### config.mk
export PLATFORM = sky130hd
export DESIGN_NAME = wcc_exec
export DESIGN_NICKNAME = d
export VERILOG_FILES = /design/src/shared/wcc_pkg.sv /design/src/hdl/wcc_addr_gen.sv /design/src/hdl/wcc_exec.sv
export SDC_FILE = /design/constraint.sdc
export NUM_CORES = 1
export LEC_CHECK = 0
export ABC_AREA = 1
export BUFFER_PORTS_ARGS = -buffer_cell sky130_fd_sc_hd__buf_4
export CAP_MARGIN = 10
export CORE_AREA = 3 3 102 80
export DETAILED_ROUTE_END_ITERATION = 7
export DIE_AREA = 0 0 105 83
export GPL_ROUTABILITY_DRIVEN = 0
export PLACE_DENSITY_LB_ADDON = 0.05
export SYNTH_ARGS = -nofsm -noshare
export SYNTH_HDL_FRONTEND = slang
export SYNTH_SLANG_ARGS = --single-unit
export TNS_END_PERCENT = 100
### constraint.sdc
create_clock -name i_core_clk -period 1.6 [get_ports i_core_clk]
set_input_delay 0.16 -clock i_core_clk [delete_from_list [all_inputs] [get_ports i_core_clk]]
set_output_delay 0.16 -clock i_core_clk [all_outputs]
set_load 0.1 [all_outputs]
### src/shared/wcc_pkg.sv
// Package: constants and carrier types for the watchdog-clear / complement executor
// Summary of operation
// RL1 - Opcode 0x0004 forces the watchdog counter to zero.
// RL2 - The same opcode also clears the watchdog postscaler in that cycle.
// RL3 - Watchdog clear sets timeout and powerdown status bits; other flags untouched.
// RL4 - Opcode 0001 11da ffff ffff inverts the addressed byte, updating N and Z.
// RL5 - Destination bit 0 sends result to W; 1 writes it back to file.
// RL6 - Access bit 0 uses the access bank; 1 takes bank from bank select.
// RL7 - Extended set, access bit 0, address up to 0x5f: indexed literal offset.
// RL8 - Complement takes one cycle: decode Q1, read Q2, process Q3, write Q4.
package wcc_pkg;

    // ========================================================
    // Opcode fields
    localparam logic [15:0] WATCHDOG_CLEAR_OP_WORD    = 16'h0004;
    localparam logic [5:0]  COMPLEMENT_FILE_OP_PREFIX = 6'h07;
    localparam int          PREFIX_MSB                = 15;
    localparam int          PREFIX_LSB                = 10;
    localparam int          DEST_BIT                  = 9;
    localparam int          ACCESS_BIT                = 8;
    localparam logic [7:0]  LIT_OFFSET_LIMIT          = 8'h5f;
    localparam logic [7:0]  ACCESS_SPLIT              = 8'h60;
    localparam logic [3:0]  ACCESS_HI_BANK            = 4'hf;
    localparam logic [7:0]  ZERO_BYTE                 = 8'h00;

    // ========================================================
    // Quarter-cycle states
    typedef enum logic [3:0]
    {
        Q1 = 4'h1,
        Q2 = 4'h2,
        Q3 = 4'h4,
        Q4 = 4'h8
    } wcc_q_e;

    // Data memory write request
    typedef struct packed
    {
        logic        en;
        logic [11:0] addr;
        logic [7:0]  data;
    } wcc_wr_s;

    // Status flag update
    typedef struct packed
    {
        logic n_we;
        logic z_we;
        logic n;
        logic z;
    } wcc_flag_s;

endpackage

### src/hdl/wcc_addr_gen.sv
// Module: effective data address generation for byte-oriented file operands
module wcc_addr_gen
(
    input  wire logic [7:0]  i_file_addr,
    input  wire logic        i_access_sel,
    input  wire logic [3:0]  i_bank_select_reg,
    input  wire logic        i_ext_set_en,
    input  wire logic [11:0] i_index_base,
    output logic      [11:0] o_eff_addr
);

    // ========================================================
    // Address selection
    always_comb
    begin
        if (i_access_sel)
            o_eff_addr = {i_bank_select_reg, i_file_addr};                  // see RL6
        else if (i_ext_set_en && (i_file_addr <= wcc_pkg::LIT_OFFSET_LIMIT))
            // Index base plus offset wraps in 12 bits, like the data address space
            o_eff_addr = i_index_base + {4'h0, i_file_addr};                // see RL7
        else if (i_file_addr < wcc_pkg::ACCESS_SPLIT)
            o_eff_addr = {4'h0, i_file_addr};                               // see RL6
        else
            o_eff_addr = {wcc_pkg::ACCESS_HI_BANK, i_file_addr};
    end

endmodule

### src/hdl/wcc_exec.sv
// Module: execution of the watchdog clear and complement file instructions
module wcc_exec
(
    input  wire logic              i_core_clk,
    input  wire logic              i_rst_n,
    input  wire logic              i_valid,
    input  wire logic [15:0]       i_instr,
    input  wire logic [3:0]        i_bank_select_reg,
    input  wire logic              i_ext_set_en,
    input  wire logic [11:0]       i_index_base,
    input  wire logic [7:0]        i_rd_data,
    output logic                   o_q1,
    output logic      [11:0]       o_rd_addr,
    output logic                   o_rd_en,
    output wcc_pkg::wcc_wr_s       o_file_wr,
    output logic                   o_w_we,
    output logic      [7:0]        o_w_data,
    output wcc_pkg::wcc_flag_s     o_flags,
    output logic                   o_watchdog_counter_clr,
    output logic                   o_watchdog_post_clr,
    output logic                   o_timeout_status_bit_set,
    output logic                   o_powerdown_status_bit_set
);

    // ========================================================
    // Decode helpers
    function automatic logic is_complement_file_op(input logic [15:0] ins);
        is_complement_file_op = (ins[wcc_pkg::PREFIX_MSB:wcc_pkg::PREFIX_LSB]
                                 == wcc_pkg::COMPLEMENT_FILE_OP_PREFIX);
    endfunction

    function automatic logic is_watchdog_clear_op(input logic [15:0] ins);
        is_watchdog_clear_op = (ins == wcc_pkg::WATCHDOG_CLEAR_OP_WORD);
    endfunction

    // ========================================================
    // State
    wcc_pkg::wcc_q_e       q;
    wcc_pkg::wcc_q_e       next_q;
    logic [15:0]           ir;
    logic [15:0]           next_ir;
    logic [7:0]            opnd;
    logic [7:0]            next_opnd;
    logic [7:0]            res;
    logic [7:0]            next_res;
    logic [11:0]           eff_addr;
    logic                  do_complement;
    logic                  do_watchdog_clear;

    wcc_pkg::wcc_wr_s      next_file_wr;
    wcc_pkg::wcc_flag_s    next_flags;
    logic                  next_w_we;
    logic [7:0]            next_w_data;
    logic                  next_watchdog_clr;

    wcc_addr_gen u_addr
    (
        .i_file_addr       (ir[7:0]),
        .i_access_sel      (ir[wcc_pkg::ACCESS_BIT]),
        .i_bank_select_reg (i_bank_select_reg),
        .i_ext_set_en      (i_ext_set_en),
        .i_index_base      (i_index_base),
        .o_eff_addr        (eff_addr)
    );

    assign do_complement     = is_complement_file_op(ir);
    assign do_watchdog_clear = is_watchdog_clear_op(ir);
    assign o_q1              = (q == wcc_pkg::Q1);
    assign o_rd_addr         = eff_addr;
    assign o_rd_en           = (q == wcc_pkg::Q2) && do_complement;             // see RL8

    // ========================================================
    // Next-state logic
    always_comb
    begin
        next_ir      = ir;
        next_opnd    = opnd;
        next_res     = res;
        next_file_wr = '0;
        next_flags   = '0;
        next_w_we    = 1'b0;
        next_w_data  = o_w_data;
        next_watchdog_clr = 1'h0;
        case (q)
            wcc_pkg::Q1:
            begin
                next_q  = wcc_pkg::Q2;
                next_ir = i_valid ? i_instr : '0;                               // see RL8
            end
            wcc_pkg::Q2:
            begin
                next_q = wcc_pkg::Q3;
                if (do_complement)
                    next_opnd = i_rd_data;                                      // see RL8
            end
            wcc_pkg::Q3:
            begin
                next_q   = wcc_pkg::Q4;
                next_res = ~opnd;                                               // see RL4
                next_watchdog_clr = do_watchdog_clear;                          // see RL1
            end
            wcc_pkg::Q4:
            begin
                next_q = wcc_pkg::Q1;
                if (do_complement)
                begin
                    next_flags.n_we = 1'b1;                                     // see RL4
                    next_flags.z_we = 1'b1;
                    next_flags.n    = res[7];
                    next_flags.z    = (res == wcc_pkg::ZERO_BYTE);
                    if (ir[wcc_pkg::DEST_BIT])
                    begin
                        next_file_wr.en   = 1'b1;                               // see RL5
                        next_file_wr.addr = eff_addr;
                        next_file_wr.data = res;
                    end
                    else
                    begin
                        next_w_we   = 1'b1;                                     // see RL5
                        next_w_data = res;
                    end
                end
            end
            default:
            begin
                next_q = wcc_pkg::Q1;
            end
        endcase
    end

    // ========================================================
    // Registers
    always_ff @(posedge i_core_clk or negedge i_rst_n)
    begin
        if (!i_rst_n)
        begin
            q                          <= wcc_pkg::Q1;
            ir                         <= '0;
            opnd                       <= '0;
            res                        <= '0;
            o_file_wr                  <= '0;
            o_flags                    <= '0;
            o_w_we                     <= 1'b0;
            o_w_data                   <= '0;
            o_watchdog_counter_clr     <= 1'b0;
            o_watchdog_post_clr        <= 1'b0;
            o_timeout_status_bit_set   <= 1'b0;
            o_powerdown_status_bit_set <= 1'b0;
        end
        else
        begin
            q                          <= next_q;
            ir                         <= next_ir;
            opnd                       <= next_opnd;
            res                        <= next_res;
            o_file_wr                  <= next_file_wr;
            o_flags                    <= next_flags;
            o_w_we                     <= next_w_we;
            o_w_data                   <= next_w_data;
            // Counter and postscaler cleared together so the new period starts clean
            o_watchdog_counter_clr     <= next_watchdog_clr;                    // see RL1
            o_watchdog_post_clr        <= next_watchdog_clr;                    // see RL2
            o_timeout_status_bit_set   <= next_watchdog_clr;                    // see RL3
            o_powerdown_status_bit_set <= next_watchdog_clr;                    // see RL3
        end
    end
endmodule

==> impl_metrics.json <==
{
  "setup_viol_count_final": 22,
  "clk_pin_slew_ns": 0.08,
  "avgSynthCellArea_um2": 9.12,
  "insertion_delay_ns": 0.35,
  "start_util": 0.467,
  "drtIter0Drc": 160,
  "fill_cells": 534,
  "synthesis.area_um2": 3370,
  "ir_drop_uv": 498,
  "grt_pass1_wl_mm": 14.6,
  "max_freq_ghz": 0.421,
  "grt_pass1_vias": 2982,
  "hold_path.class": "in -> reg",
  "grtUsageTotal": 0.211,
  "rsz0062_at_grt": "true",
  "hold_viol_final": 0,
  "tightest_slew_ns": 0.431,
  "die_width_um": 105,
  "grt_max_degree": 34,
  "p_leak_nw": 2.85,
  "syn_to_final_growth_pct": 58.9,
  "crit_buf_inv": 2,
  "antenna_left": 0,
  "fin_worst_skew_ns": 0.00785,
  "drv_cap": 0,
  "cp-start-kind": "register",
  "numPortBuffers": 95,
  "wl_met2_mm": 4.09,
  "h-tree-depth": 3,
  "syn_nets": 423,
  "rows": 27,
  "max_stage_delay_ns": 0.39,
  "antenna_cells": 0,
  "finalNonFillerCells": 631,
  "drt-met1-wl_mm": 4.13,
  "synth_cells": 370,
  "cp_max_fo": 3,
  "wirelength_mm": 8.79,
  "crit_required_ns": 1.44,
  "drv_slew": 0,
  "power_density_nw_per_um2": 876,
  "vias": 3005,
  "ys_seq_area_frac": 0.519,
  "dr.pass1.iters": 4,
  "avgViaCountPerCell": 4.76,
  "violations": "setup timing",
  "cts_buffers": 9,
  "met3_length_um": 478,
  "core-area_um2": 7230,
  "cpMaxStageDelayCell": "dfrtp_1",
  "cts.root.buffer_cell": "clkbuf_8",
  "drc": 0,
  "dpl.hpwl_mm": 6.52,
  "drive_gt1_frac": 0.496,
  "cts_tree": "done",
  "antenna_found_initial": 0,
  "arrival_ns": 2.21,
  "clock_sinks": 70,
  "dieHeight_um": 83,
  "ys_types": 34,
  "path_class": "reg -> out",
  "crit_chain": "ha_2 > fa_2 > nand2_4 > nand3_4 > nand4_1 > nand3_1 > nand2_1 > nand3_2 > nand2_2 > clkinvlp_4 > buf_12",
  "end_kind": "output pin",
  "dpl.cell_count": 600,
  "finalCriticalPeriod_ns": 2.37,
  "nNetsFinal": 578,
  "crit_family": "simple AND/OR/NAND/NOR gates",
  "pin_count": 96,
  "dieArea_um2": 8720,
  "status": "finished, violations left",
  "grt_overflow": 0,
  "max-clock-path-buffers": 2,
  "fin_ws_ns": -0.773,
  "finalCritPeriodShare": 1.48,
  "ys_ff_latch": 70,
  "top_layer": "met4",
  "maxSlewHeadroom": 0.712,
  "yosys_warnings": 0,
  "power_w": 0.00470,
  "wl_per_cell_um": 13.9
}
report_power, final:
group / leakage (nW) / switching (W) / total, W / internal (W)
combinational: 1.82 / 0.000729 / 0.00123 / 0.000497
clock: 0.112 / 0.000724 / 0.00162 / 0.000901
sequential: 0.912 / 0.0000351 / 0.00185 / 0.00181
worst paths after layout:
check	start	end	slack [ns]	cells past startpoint
hold / removal	i_rd_data[0]	opnd[0]	0.04	2
min in group asynchronous	i_rst_n	o_file_wr[15]	0.29	2
max in group asynchronous	i_rst_n	o_file_wr[12]	0.80	3
setup / recovery	ir[0]	o_rd_addr[6]	-0.77	11
setup reg to reg	ir[0]	o_file_wr[12]	-0.28	10
hold reg to reg	opnd[0]	res[0]	0.47	1
sequential cells by signal, summed over array words and instances (netlist names):
signal                      flops
opnd                            8
o_powerdown_status_bit_set      1
o_flags                         3
res                             8
o_file_wr                      21
q                               4
ir                             16
o_w_data                        8
o_w_we                          1
cell usage in the layout, fill, tap and decap left out, drive strengths merged, types with 2 or more instances in the layout:
cell type	count
nand2	69
ha	8
dfrtp	69
nor3	3
nand3	37
nand4	11
bufinv	2
buf	157
mux2	8
nor4	4
inv	60
o21ai	38
clkinvlp	2
clkbuf	9
a21oi	14
or2	2
nor2	29
repair_timing:
item,in CTS,in global routing
endpoints found under the setup margin,24,31
hold buffers,1,0
endpoints found under the hold margin,29,0
setup buffers,7,8
pin swaps,7,12
gates resized for setup,66,18
gates cloned,0,0
routing by layer:
| metal | GRT usage | vias to the layer above |
|---|---|---|
| met5 | 0 | - |
| li1 | - | 1507 |
| met3 | 0.0598 | 8 |
| met4 | 0.0560 | 0 |
| met2 | 0.327 | 95 |
| met1 | 0.291 | 1395 |
cells in the mapped netlist, drive strengths merged:
master,count,area (um2)
inv,58,218
clkbuf,3,11.3
dfrtp,69,1730
mux2,8,90.1
dfstp,1,26.3
xor2,1,8.76
nand3,37,190
or2,2,12.5
fa,1,20.0
xnor2,1,8.76
a21boi,1,7.51
o21ai,38,220
a21oi,14,96.3
nor3,3,15.0
nor2,29,131
nand2,69,274
nor4,4,40.0
a21o,1,7.51
nand4,11,83.8
buf,11,86.3
ha,8,100
stage by stage:
stage	TNS [ns]	setup WS, ns	instance area [um2]	hold WS [ns]	util
after floorplan	-3.75	-0.414	3580	-0.136	-
final	-8.50	-0.773	5360	0.0364	0.742
after global placement	-4.64	-0.410	4690	0.132	0.649
after CTS	-8.46	-0.773	5230	0.0188	0.724
after global routing	-11.20	-0.943	5360	0.0230	0.742
after detailed placement	-5.15	-0.424	4690	0.136	0.649
worst reg2reg max path, cell delays in order, from the launching register on:
cell and delay (ns):
dfrtp_1 0.39, ha_2 0.20, fa_2 0.37, nand2_4 0.09, nand3_4 0.08, buf_4 0.15
nand2_4 0.06, xnor2_2 0.12, nand2_2 0.13, buf_6 0.14, a21oi_2 0.10
logic make-up after synthesis:
| kind of cell | count (synthesis) | share of synthesized area |
|---|---|---|
| AOI/OAI and AO/OA | 54 | 0.0983 |
| xor gates and xnor gates | 2 | 0.00519 |
| adders and majority gates | 9 | 0.0356 |
| buffers and inverters | 72 | 0.0934 |
| DFF | 70 | 0.519 |
| muxes | 8 | 0.0267 |
| and+or+nand+nor | 155 | 0.221 |
final cells by class:
cell class | count | area, um2 | share of cell area
inverter | 58 | 221 | 0.0413
timing repair buffer | 158 | 1390 | 0.260
sequential | 70 | 1760 | 0.327
tap | 101 | 126 | 0.0236
multi-input combinational | 228 | 1640 | 0.305
clock buffer | 9 | 124 | 0.0231
clock inverter | 7 | 105 | 0.0196
(Power assumes the default switching activity.)
